--- src/aan_pkg.sv ---
// Purpose: Shared constants and types for the attention notifier link
// Assumes: One clock, mclk at 100 MHz
// Notes: Notice frame fields follow the Set Device Bits layout
package aan_pkg;
  localparam logic [7:0] AAN_FIS_SDB = 8'ha1;
  localparam logic [7:0] AAN_FIS_REG_H2D = 8'h27;
  localparam logic [7:0] AAN_ZERO8 = 8'h00;
  localparam logic [2:0] AAN_ZERO3 = 3'h0;
  localparam int AAN_BIT_I = 6;
  localparam int AAN_BIT_N = 7;
  // Host-side APB register offsets
  localparam logic [11:0] AAN_OFF_CTRL = 12'h000;
  localparam logic [11:0] AAN_OFF_STAT = 12'h004;
  localparam logic [11:0] AAN_OFF_MASK = 12'h008;
  localparam logic [11:0] AAN_OFF_LAST = 12'h00c;
  localparam int AAN_CTRL_EN = 0;
  localparam int AAN_CTRL_ACK = 1;
  localparam int AAN_ST_SDB = 0;
  localparam int AAN_ST_NOTE = 1;
  localparam int AAN_ST_ENDONE = 2;
  localparam logic [2:0] AAN_ST_RST = 3'h0;
  localparam logic [1:0] AAN_ACT_NONE = 2'h0;
  localparam logic [1:0] AAN_ACT_EN = 2'h1;
  localparam logic [1:0] AAN_ACT_ACK = 2'h2;
  typedef enum logic [1:0] {
    AAN_IDLE = 2'b00,
    AAN_NOTIFY = 2'b01,
    AAN_CHECK = 2'b11
  } aan_state_type;
  // Device to host Set Device Bits frame
  typedef struct packed {
    logic [7:0] fis_type;
    logic [7:0] flags;
    logic [2:0] status_upper_part;
    logic [2:0] status_lower_part;
    logic [7:0] error;
    logic [31:0] reserved;
  } aan_sdb_type;
endpackage : aan_pkg

--- src/aan_link_if.sv ---
// Purpose: Frame link between host controller and device notifier
// Assumes: Frames are single-cycle pulses with their payload
// Notes: Both ends run on mclk
`timescale 1ns/1ns
interface aan_link_if import aan_pkg::*; (
  input wire logic mclk
);
  logic sdb_valid;
  aan_sdb_type sdb;
  logic h2d_valid;
  logic [7:0] h2d_type;
  logic [7:0] h2d_feature;
  logic h2d_set_notify;
  modport device (
    input mclk, h2d_valid, h2d_type, h2d_feature, h2d_set_notify,
    output sdb_valid, sdb
  );
  modport host (
    input mclk, sdb_valid, sdb,
    output h2d_valid, h2d_type, h2d_feature, h2d_set_notify
  );
endinterface : aan_link_if

--- src/aan_sdb_builder.sv ---
// Purpose: Registers a Set Device Bits frame for transmission
// Assumes: send is a one-cycle request
// Notes: Reserved fields are always zero
`timescale 1ns/1ns
module aan_sdb_builder import aan_pkg::*; (
  input wire logic mclk,
  input wire logic reset_n,
  input wire logic send,
  input wire logic intr_flag,
  input wire logic note_flag,
  input wire logic [2:0] stat_hi,
  input wire logic [2:0] stat_lo,
  input wire logic [7:0] err,
  output logic valid_ff,
  output aan_sdb_type frame_ff
);
  logic nxt_valid;
  aan_sdb_type nxt_frame;
  always_comb begin
    nxt_valid = send;
    nxt_frame = frame_ff;
    if (send) begin
      nxt_frame = '0;
      nxt_frame.fis_type = AAN_FIS_SDB;
      nxt_frame.flags[AAN_BIT_I] = intr_flag;
      nxt_frame.flags[AAN_BIT_N] = note_flag;
      nxt_frame.status_upper_part = stat_hi;
      nxt_frame.status_lower_part = stat_lo;
      nxt_frame.error = err;
    end
  end
  always_ff @(posedge mclk or negedge reset_n) begin
    if (!reset_n) begin
      valid_ff <= 1'b0;
      frame_ff <= '0;
    end else begin
      valid_ff <= nxt_valid;
      frame_ff <= nxt_frame;
    end
  end
endmodule : aan_sdb_builder

--- src/aan_device.sv ---
// Purpose: Device end: asynchronous attention notification
// Assumes: Command layer gives idle state and SDB permission as levels
// Notes: Error and status follow live register contents
`timescale 1ns/1ns
module aan_device import aan_pkg::*; (
  input wire logic mclk,
  input wire logic reset_n,
  aan_link_if.device link,
  input wire logic attention,
  input wire logic cmd_idle,
  input wire logic sdb_allowed,
  input wire logic other_sdb_req,
  input wire logic other_sdb_intr,
  input wire logic [2:0] status_upper_part,
  input wire logic [2:0] status_lower_part,
  input wire logic [7:0] error_reg,
  output logic enabled_ff,
  output logic notice_outstanding_ff,
  output logic busy_ff
);
  aan_state_type state_ff, nxt_state;
  logic nxt_enabled, nxt_outstanding, nxt_busy;
  logic pend_ff, nxt_pend;
  logic send, intr_flag, note_flag, h2d_reg;
  assign h2d_reg = link.h2d_valid && (link.h2d_type == AAN_FIS_REG_H2D);
  always_comb begin
    nxt_state = state_ff;
    nxt_enabled = enabled_ff;
    nxt_outstanding = notice_outstanding_ff;
    nxt_pend = pend_ff;
    send = 1'b0;
    intr_flag = 1'b0;
    note_flag = 1'b0;
    if (h2d_reg && link.h2d_set_notify) begin
      nxt_enabled = link.h2d_feature[0];
    end
    if (attention && enabled_ff && !notice_outstanding_ff) begin
      nxt_pend = 1'b1;
    end
    if (attention && notice_outstanding_ff) begin
      nxt_pend = pend_ff;
    end
    case (state_ff)
      AAN_IDLE: begin
        if (pend_ff && enabled_ff && cmd_idle && sdb_allowed) begin
          nxt_state = AAN_NOTIFY;
        end else if (other_sdb_req && sdb_allowed) begin
          send = 1'b1;
          intr_flag = other_sdb_intr;
          note_flag = 1'b0;
        end
      end
      AAN_NOTIFY: begin
        send = 1'b1;
        intr_flag = 1'b1;
        note_flag = enabled_ff;
        nxt_outstanding = enabled_ff;
        nxt_pend = 1'b0;
        nxt_state = AAN_IDLE;
      end
      default: begin
        nxt_state = AAN_IDLE;
      end
    endcase
    if (h2d_reg && (state_ff != AAN_NOTIFY)) begin
      nxt_outstanding = 1'b0;
    end
    if (!nxt_enabled) begin
      nxt_pend = 1'b0;
    end
  end
  always_ff @(posedge mclk or negedge reset_n) begin
    if (!reset_n) begin
      state_ff <= AAN_IDLE;
      enabled_ff <= 1'b0;
      notice_outstanding_ff <= 1'b0;
      pend_ff <= 1'b0;
      busy_ff <= 1'b0;
    end else begin
      state_ff <= nxt_state;
      enabled_ff <= nxt_enabled;
      notice_outstanding_ff <= nxt_outstanding;
      pend_ff <= nxt_pend;
      busy_ff <= nxt_busy;
    end
  end
  assign nxt_busy = (nxt_state != AAN_IDLE);
  aan_sdb_builder u_sdb (
    .mclk(mclk),
    .reset_n(reset_n),
    .send(send),
    .intr_flag(intr_flag),
    .note_flag(note_flag),
    .stat_hi(status_upper_part),
    .stat_lo(status_lower_part),
    .err(error_reg),
    .valid_ff(link.sdb_valid),
    .frame_ff(link.sdb)
  );
endmodule : aan_device

--- src/flat_wrapper.sv ---
// flat-port wrapper written by rule: the top's interface ports become plain ports
module aan_device_flat import aan_pkg::*;
  (mclk, reset_n, attention, cmd_idle, sdb_allowed, other_sdb_req, other_sdb_intr, status_upper_part, status_lower_part, error_reg, enabled_ff, notice_outstanding_ff, busy_ff, link_h2d_valid, link_h2d_type, link_h2d_feature, link_h2d_set_notify, link_sdb_valid, link_sdb);
  aan_link_if link_i (.mclk(mclk));
  input wire logic mclk;
  input wire logic reset_n;
  input wire logic attention;
  input wire logic cmd_idle;
  input wire logic sdb_allowed;
  input wire logic other_sdb_req;
  input wire logic other_sdb_intr;
  input wire logic [2:0] status_upper_part;
  input wire logic [2:0] status_lower_part;
  input wire logic [7:0] error_reg;
  output logic enabled_ff;
  output logic notice_outstanding_ff;
  output logic busy_ff;
  input wire logic [$bits(link_i.h2d_valid)-1:0] link_h2d_valid;
  input wire logic [$bits(link_i.h2d_type)-1:0] link_h2d_type;
  input wire logic [$bits(link_i.h2d_feature)-1:0] link_h2d_feature;
  input wire logic [$bits(link_i.h2d_set_notify)-1:0] link_h2d_set_notify;
  output wire logic [$bits(link_i.sdb_valid)-1:0] link_sdb_valid;
  output wire logic [$bits(link_i.sdb)-1:0] link_sdb;
  assign link_i.h2d_valid = link_h2d_valid;
  assign link_i.h2d_type = link_h2d_type;
  assign link_i.h2d_feature = link_h2d_feature;
  assign link_i.h2d_set_notify = link_h2d_set_notify;
  assign link_sdb_valid = link_i.sdb_valid;
  assign link_sdb = link_i.sdb;
  aan_device u_core (.mclk(mclk), .reset_n(reset_n), .link(link_i), .attention(attention), .cmd_idle(cmd_idle), .sdb_allowed(sdb_allowed), .other_sdb_req(other_sdb_req), .other_sdb_intr(other_sdb_intr), .status_upper_part(status_upper_part), .status_lower_part(status_lower_part), .error_reg(error_reg), .enabled_ff(enabled_ff), .notice_outstanding_ff(notice_outstanding_ff), .busy_ff(busy_ff));
endmodule
--- config.mk ---
export PLATFORM = sky130hd
export DESIGN_NAME = aan_device_flat
export DESIGN_NICKNAME = d
export VERILOG_FILES = /design/src/aan_pkg.sv /design/src/aan_link_if.sv /design/src/aan_sdb_builder.sv /design/src/aan_device.sv /design/src/flat_wrapper.sv
export SDC_FILE = /design/constraint.sdc
export NUM_CORES = 1
export LEC_CHECK = 0
export BUFFER_PORTS_ARGS = -buffer_cell sky130_fd_sc_hd__clkbuf_2
export CAP_MARGIN = 10
export CORE_UTILIZATION = 25
export CTS_CLUSTER_DIAMETER = 40
export CTS_CLUSTER_SIZE = 12
export DETAILED_ROUTE_END_ITERATION = 10
export SYNTH_ARGS = -nofsm -noshare
export SYNTH_HDL_FRONTEND = slang
export SYNTH_HIERARCHICAL = 1
export SYNTH_SLANG_ARGS = --single-unit
--- constraint.sdc ---
create_clock -name mclk -period 3.3 [get_ports mclk]
set_input_delay 0.33 -clock mclk [delete_from_list [all_inputs] [get_ports mclk]]
set_output_delay 0.33 -clock mclk [all_outputs]
set_load 0.01 [all_outputs]
# After elaboration in Yosys (flattened, before gate mapping)
# Cells that the tools add are included.
[op_classes] n_mux=16 reduce_logical=15 n_eq_ne=5
[ops] operator="2-to-1 mux 1 bit" n=12
[ops] operator="logical AND 1 bit" n=10
[ops] operator="equality test 8 x 6 -> 1 bit (second input constant)" n=1
[ops] operator="inequality test 3 bit (second input constant)" n=2
[ops] operator="2-to-1 mux 2 bit" n=2
[ops] operator="case mux 1 bit (2 select lines)" n=2
[ops] operator="nonzero test 2 bit" n=2
[ops] operator="equality test 2 x 1 -> 1 bit (second input constant)" n=1
[ops] operator="zero test 2 bit" n=1
[ops] operator="inequality test 2 x 1 -> 1 bit (second input constant)" n=1
[ops] operator="AND reduction 2 bit" n=1
[ops] operator="zero test 1 bit" n=1
[word_totals] register_bits=24 input_bits=39 elab_cells=47

# Logic depth before layout (Yosys ltp)
# Gate-level depths: netlist of run 1.
[logic_depth] depth_word=6 depth_mapped=6

# Hierarchy
# Netlist of run 1, hierarchy kept.
[modules_own_cells] mod="aan_sdb_builder" area_each_um2=1043.5 n_inst=1 seq_area_each_um2=450.4 cells_per_inst=83
[modules_own_cells] mod="aan_device" area_each_um2=314.1 n_inst=1 seq_area_each_um2=150.1 cells_per_inst=29

# Worst setup path before layout of run 1
# No wires, ideal clock.
[synth_timing] path_kind="flip-flop to flip-flop" from="register u_core.enabled_ff" to="register u_core/u_sdb/frame_ff[33] (netlist name)" stages_incl_launch_ff=7 setup_slack_ps=1794 n_path_buf=2 arrival_ps=1381 setup_ps=125 cell_sequence="dfrtp_1 > nand3_1 > a31oi_1 > nor2_1 > buf_6 > buf_12 > mux2_4"
[synth_between] elab_chain_len=5
[synth_lines] item="from (decl)" line_no="aan_device.sv:17" text="output logic enabled_ff,"
[synth_lines] item="from (signal assigned)" line_no="aan_device.sv:81" text="enabled_ff <= nxt_enabled;"
[synth_lines] item="logical AND 1 bit (3 in a row)" line_no="aan_device.sv:45" text="if (pend_ff && enabled_ff && cmd_idle && sdb_allowed) begin"
[synth_lines] item="2-to-1 mux 1 bit" line_no="aan_device.sv:45"
[synth_lines] item="case mux 1 bit (2 select lines)" line_no="aan_device.sv:43" text="case (state_ff)"
[synth_lines] item="via u_core.send" line_no="aan_device.sv:24" text="logic send, intr_flag, note_flag, h2d_reg;"
[synth_lines] item="to (signal assigned)" line_no="aan_sdb_builder.sv:38" text="frame_ff <= nxt_frame;"
[synth_lines] item="to (decl)" line_no="aan_sdb_builder.sv:15" text="output aan_sdb_type frame_ff"
# The timed path passes the listed nets, and every way through them passes these cells.
# A chain may end at the register's enable or synchronous reset.

# Worst setup path in the final report of run 1
[layout_timing] from="register u_core.enabled_ff" to="register u_core/u_sdb/frame_ff[32] (netlist name)"
# Same word-level chain as after synthesis.

==> results.py, run 1 <==
metrics = {
    "clock_tree": {
        "clk_pin_slew_worst_paths_ps": 90,
        "ctsHoldBuffers": 0,
        "cts-root-buf": "clkbuf_8",
        "clockBufferDepth": 2,
        "cts_buffers": 3,
        "cts.repair.resized": 0,
        "clkLatencyLatePin_ps": 260,
        "clock-sinks": 24,
        "post_cts_buffers": 0,
        "cts_tree": "built",
        "cts-htree-levels": 1,
    },
    "global_routing": {
        "grt_pass1_vias": 658,
        "antenna_found_initial": 0,
        "track_usage_pct": 7.65,
        "grt_max_degree": 25,
        "grt_pass1_wl_mm": 3.22,
        "grt-ovfl-total": 0,
    },
    "routing": {
        "drt_pass1_iterations": 4,
        "first_iter_violations": 9,
        "wl_mm": 2.24,
        "drc_errors": 0,
        "ant_nets": 0,
        "vias": 843,
        "wl_per_cell_microns": 9.50,
        "vias_per_cell": 3.57,
    },
    "synthesis": {
        "synthDominantCellAreaShare_pct": 44.2,
        "syn_area_sq_um": 1360,
        "synth_area_per_cell_sq_um": 12.1,
        "synthAdderAreaFrac_pct": 0,
        "yosysTopAreaCell": "dfrtp_1",
        "synthCells": 112,
        "synth-seq-cells": 24,
        "ys.flop_type": "dfrtp_1",
        "synth_cell_types": 23,
        "synth_edf_count": 0,
        "synth_top_family_by_area": "buffers and inverters",
        "synth_mux_area_share_pct": 17.3,
        "ys.warnings.count": 6,
        "synth_area_leaders": "dfrtp_1 (44%), buf_4 (25%), mux2_4 (10%)",
        "synth_xor_area_share_pct": 0,
        "ys_seq_area_share_pct": 44.2,
        "synth_compound_area_share_pct": 2.86,
        "synthArstFlopShare_pct": 100,
        "synth_simple_gate_area_share_pct": 7.56,
    },
    "critical_path": {
        "cp.arrival_ps": 1860,
        "r2r_cells": 5,
        "critPathLaunchType": "flop",
        "critPathMaxFanout": 16,
        "r2r_start": "u_core/enabled_ff",
        "crit_required_ps": 3460,
        "rrSetupSlack_ps": 1600,
        "worstSetupEndpointType": "flop",
        "crit_type": "reg2reg",
        "r2r-end": "u_core/u_sdb/frame_ff[32]",
    },
    "timing": {
        "fin_crit_ps": 1700,
        "final.setup_skew_ps": 3.23,
        "tns_ps": 0,
        "report.final.slew_viol_count": 0,
        "fin_ws_ps": 1600,
        "tightest_slew_ps": 623,
        "max_clock_freq_mhz": 588,
        "setup_violations": 0,
        "max-slew-margin-rel_pct": 58.4,
        "rsz0062_at_grt": "no",
        "finalHoldViolCount": 0,
        "finalCritPeriodShare_pct": 51.5,
    },
    "cells_and_area": {
        "fin_cells": 236,
        "n_fill_cell": 560,
        "drive_gt1_share_pct": 47.0,
        "final_cell_mix": "clkbuf_2 (54), conb_1 (44), dfrtp_1 (24)",
        "layout_commonest_cell": "clkbuf_2",
        "area_growth_pct": 16.8,
        "antennaDiodeCount": 0,
        "final_nets": 206,
        "fin_util_pct": 30.6,
    },
    "floorplanning": {
        "dieHeight_microns": 75.7,
        "dieArea_sq_um": 5730,
        "start_util_pct": 26.2,
        "coreArea_sq_um": 5170,
        "num_rows": 26,
        "io-pin-count": 105,
        "chipWidth_microns": 75.7,
    },
    "hold_path": {
        "hold_class": "in2async",
    },
    "place": {
        "dpl_worst_slack_ps": 1570,
        "place_congestion": 0.718,
        "dp_cells": 232,
        "dpl.hpwl_mm": 1.74,
        "port_buffers": 54,
    },
    "power_and_ir_drop": {
        "peakVddDrop_v": 0.000301,
        "p_total_mw": 0.757,
        "p_leak_nw": 0.837,
        "powerDensity_nw_per_um2": 478,
    },
    "run_status": {
        "status": "complete, no violations",
    },
    "job": {
        "maxCapViolations": 0,
    },
}
[synth_stat cells, types with 2 or more instances]
cell and number:
nor4b_1 2, o211ai_1 2, nor2_1 3, mux2_4 9, dfrtp_1 24, nand2b_1 3
conb_1 2, mux2_2 8, buf_4 45
[power breakdown]
part / leakage [nW] / internal [mW] / switching [mW]
combinational: 0.504 / 0.0758 / 0.0768
clock: 0.0357 / 0.162 / 0.0965
sequential: 0.297 / 0.328 / 0.0178
[worst max path at each step]
stage          slack (ps)                        end         startpoint
2_1_floorplan        1790  u_core/u_sdb/frame_ff[33]  u_core/enabled_ff
3_3_place_gp         1600  u_core/u_sdb/frame_ff[52]  u_core/enabled_ff
3_5_place_dp         1570  u_core/u_sdb/frame_ff[42]  u_core/enabled_ff
6_report             1600  u_core/u_sdb/frame_ff[32]  u_core/enabled_ff
4_1_cts              1550  u_core/u_sdb/frame_ff[32]  u_core/enabled_ff
5_1_grt              1460  u_core/u_sdb/frame_ff[42]  u_core/enabled_ff
[through the flow]
step                      hold WS (ps)  instance area [sq um]
after floorplan                   34.4                   1520
after global placement             382                   1510
after detailed placement           387                   1510
after CTS                         81.4                   1590
after global routing              98.8                   1590
final                             61.5                   1590
[cell type report]
type | count | area [sq um] | share of cell area [%]
Timing Repair Buffer | 55 | 278 | 17.5
Sequential cell | 24 | 601 | 37.9
Multi-Input combinational cell | 82 | 544 | 34.3
Clock buffer | 3 | 41.3 | 2.60
Inverter | 1 | 3.75 | 0.237
Tap cell | 70 | 87.6 | 5.52
Clock inverter | 1 | 30.0 | 1.89
[worst max-delay path, cell delays in order (launching register included)]
cell and delay (ps):
dfrtp_1 430, nand3_1 180, a31oi_1 120, nor2_2 180, buf_4 310, mux2_2 370
[sequential cells by signal (all words and copies together) (netlist names)]
signal,cells
u_core/u_sdb/frame_ff,17
u_core/state_ff,2
u_core/busy_ff,1
u_core/enabled_ff,1
u_core/notice_outstanding_ff,1
u_core/pend_ff,1
u_core/u_sdb/valid_ff,1
[layer usage]
metal  part of all wire [%]  track usage, %
met1                     42            10.1
met2                     51            12.1
met3                    6.2            2.65
met4                   0.71            1.85
met5                      0               0
[kinds of logic after synthesis]
family,count (synthesis)
buf+inv,48
other cells,2
flops,24
compound gates,5
mux,18
simple gates,15
No activity file was read; power rests on OpenSTA's default activity.
==> run 2, diff against run 1 <==
==> constraint.sdc (replaced) <==
create_clock -name mclk -period 1.76 [get_ports mclk]
set_input_delay 0.176 -clock mclk [delete_from_list [all_inputs] [get_ports mclk]]
set_output_delay 0.176 -clock mclk [all_outputs]
set_load 0.01 [all_outputs]
==> results.py, run 2 (synthesis results as in run 1) <==
metrics = {
    "clock_tree": {
        "cts-root-buf": "clkbuf_8",
        "clkLatencyLatePin_ps": 260,
        "cts_buffers": 3,
        "clock-sinks": 24,
        "clockBufferDepth": 2,
        "cts_tree": "built",
        "cts.repair.resized": 0,
        "cts-htree-levels": 1,
        "clk_pin_slew_worst_paths_ps": 90,
    },
    "floorplanning": {
        "dieArea_sq_um": 5730,
        "num_rows": 26,
        "start_util_pct": 26.2,
        "io-pin-count": 105,
        "coreArea_sq_um": 5170,
        "dieHeight_microns": 75.7,
        "chipWidth_microns": 75.7,
    },
    "routing": {
        "wl_mm": 2.25,
        "vias": 844,
        "drt_pass1_iterations": 4,
        "first_iter_violations": 10,
        "vias_per_cell": 3.56,
        "drc_errors": 0,
        "wl_per_cell_microns": 9.51,
        "ant_nets": 0,
    },
    "cells_and_area": {
        "largestRegisters": "u_core/u_sdb/frame_ff x17, u_core/state_ff x2",
        "largest_reg_flops": 17,
        "final_cell_mix": "clkbuf_2 (54), conb_1 (44), dfrtp_1 (24)",
        "fin_util_pct": 31.1,
        "top_register": "u_core/u_sdb/frame_ff",
        "area_growth_pct": 18.4,
        "drive_gt1_share_pct": 46.7,
        "final_nets": 207,
        "antennaDiodeCount": 0,
        "layout_commonest_cell": "clkbuf_2",
    },
    "timing": {
        "finalCritPeriodShare_pct": 86.6,
        "report.final.slew_viol_count": 0,
        "tns_ps": 0,
        "max-slew-margin-rel_pct": 58.8,
        "final.setup_skew_ps": 1.90,
        "rsz0062_at_grt": "no",
        "setup_violations": 0,
        "max_clock_freq_mhz": 656,
        "tightest_slew_ps": 618,
        "finalHoldViolCount": 0,
        "fin_crit_ps": 1520,
        "fin_ws_ps": 236,
    },
    "critical_path": {
        "worstSetupEndpointType": "flop",
        "critPathMaxFanout": 18,
        "cpPeakStageDelay_ps": 430,
        "critPathLaunchType": "flop",
        "crit_required_ps": 1920,
        "crit_type": "reg2reg",
        "cp.arrival_ps": 1680,
        "critical_path.slowest_cell": "dfrtp_1",
        "cp_cell_sequence": "nand3_1, a31oi_1, nor2_2, buf_12, mux2_2",
    },
    "global_routing": {
        "track_usage_pct": 7.72,
        "grt-ovfl-total": 0,
        "grt_pass1_wl_mm": 3.23,
        "grt_pass1_vias": 710,
        "antenna_found_initial": 0,
        "grt_max_degree": 25,
    },
    "run_status": {
        "status": "complete, no violations",
    },
    "power_and_ir_drop": {
        "peakVddDrop_v": 0.000574,
        "p_leak_nw": 0.844,
        "powerDensity_nw_per_um2": 884,
        "p_total_mw": 1.42,
    },
    "job": {
        "maxCapViolations": 0,
    },
    "place": {
        "place_congestion": 0.694,
        "port_buffers": 54,
        "dpl.hpwl_mm": 1.77,
        "dpl_worst_slack_ps": 245,
    },
    "hold_path": {
        "hold_class": "in2reg",
    },
}
==> run 2: power breakdown <==
| part | internal (mW) | switching, mW | total, mW | leakage [nW] |
|---|---|---|---|---|
| combinational | 0.146 | 0.144 | 0.290 | 0.511 |
| sequential | 0.616 | 0.0349 | 0.651 | 0.297 |
| clock | 0.304 | 0.177 | 0.480 | 0.0357 |
| total | 1.07 | 0.356 | 1.42 | 0.844 |
==> run 2: routing by layer <==
layer	wire, microns	up-vias	GRT usage, %	part of all wire, %
li1	-	396	-	-
met1	865	402	8.70	38
met2	1260	44	13.9	56
met3	113	2	2.38	5.0
met4	18	0	2.47	0.80
met5	0	-	0	0
==> run 2: path summary, 6_finish.rpt <==
check | endpoint | slack (ps) | cells past startpoint | from
worst max register to register | u_core/u_sdb/frame_ff[42] | 240 | 5 | u_core/enabled_ff
worst max-delay path | u_core/u_sdb/frame_ff[42] | 240 | 5 | u_core/enabled_ff
worst min register to register | u_core/u_sdb/frame_ff[52] | 520 | 1 | u_core/u_sdb/frame_ff[52]
worst min-delay path | u_core/u_sdb/frame_ff[36] | 130 | 2 | error_reg[4]
min in group asynchronous | u_core/u_sdb/frame_ff[33] | 470 | 2 | reset_n
max in group asynchronous | u_core/u_sdb/frame_ff[45] | 890 | 2 | reset_n
==> run 2: worst max-delay path: cells and delay by family, from the launching register on <==
kind,cells,cell delay [ps]
flip-flops,1,430
AO/OA/AOI/OAI,1,120
multiplexers,1,340
buffers and inverters,1,190
AND/OR/NAND/NOR,2,330
==> run 2: layout make-up <==
cell class                      instances  area [sq um]
Sequential cell                        24           601
Fill cell                             533          3560
Clock inverter                          1          30.0
Timing Repair Buffer                   56           300
Tap cell                               70          87.6
Inverter                                1          3.75
Clock buffer                            3          41.3
Multi-Input combinational cell         82           544
==> run 2: metrics by stage <==
step,area [sq um],std cells,hold slack [ps]
floorplan,1520,154,-120
global placement,1530,232,231
detailed placement,1530,232,227
CTS,1610,237,124
global route,1610,237,115
finish,1610,237,135
==> run 2: timing repair <==
action                    4_1_cts  5_1_grt
hold buffers                    1        0
hold endpoints to repair       24        0
setup buffers                   0        0
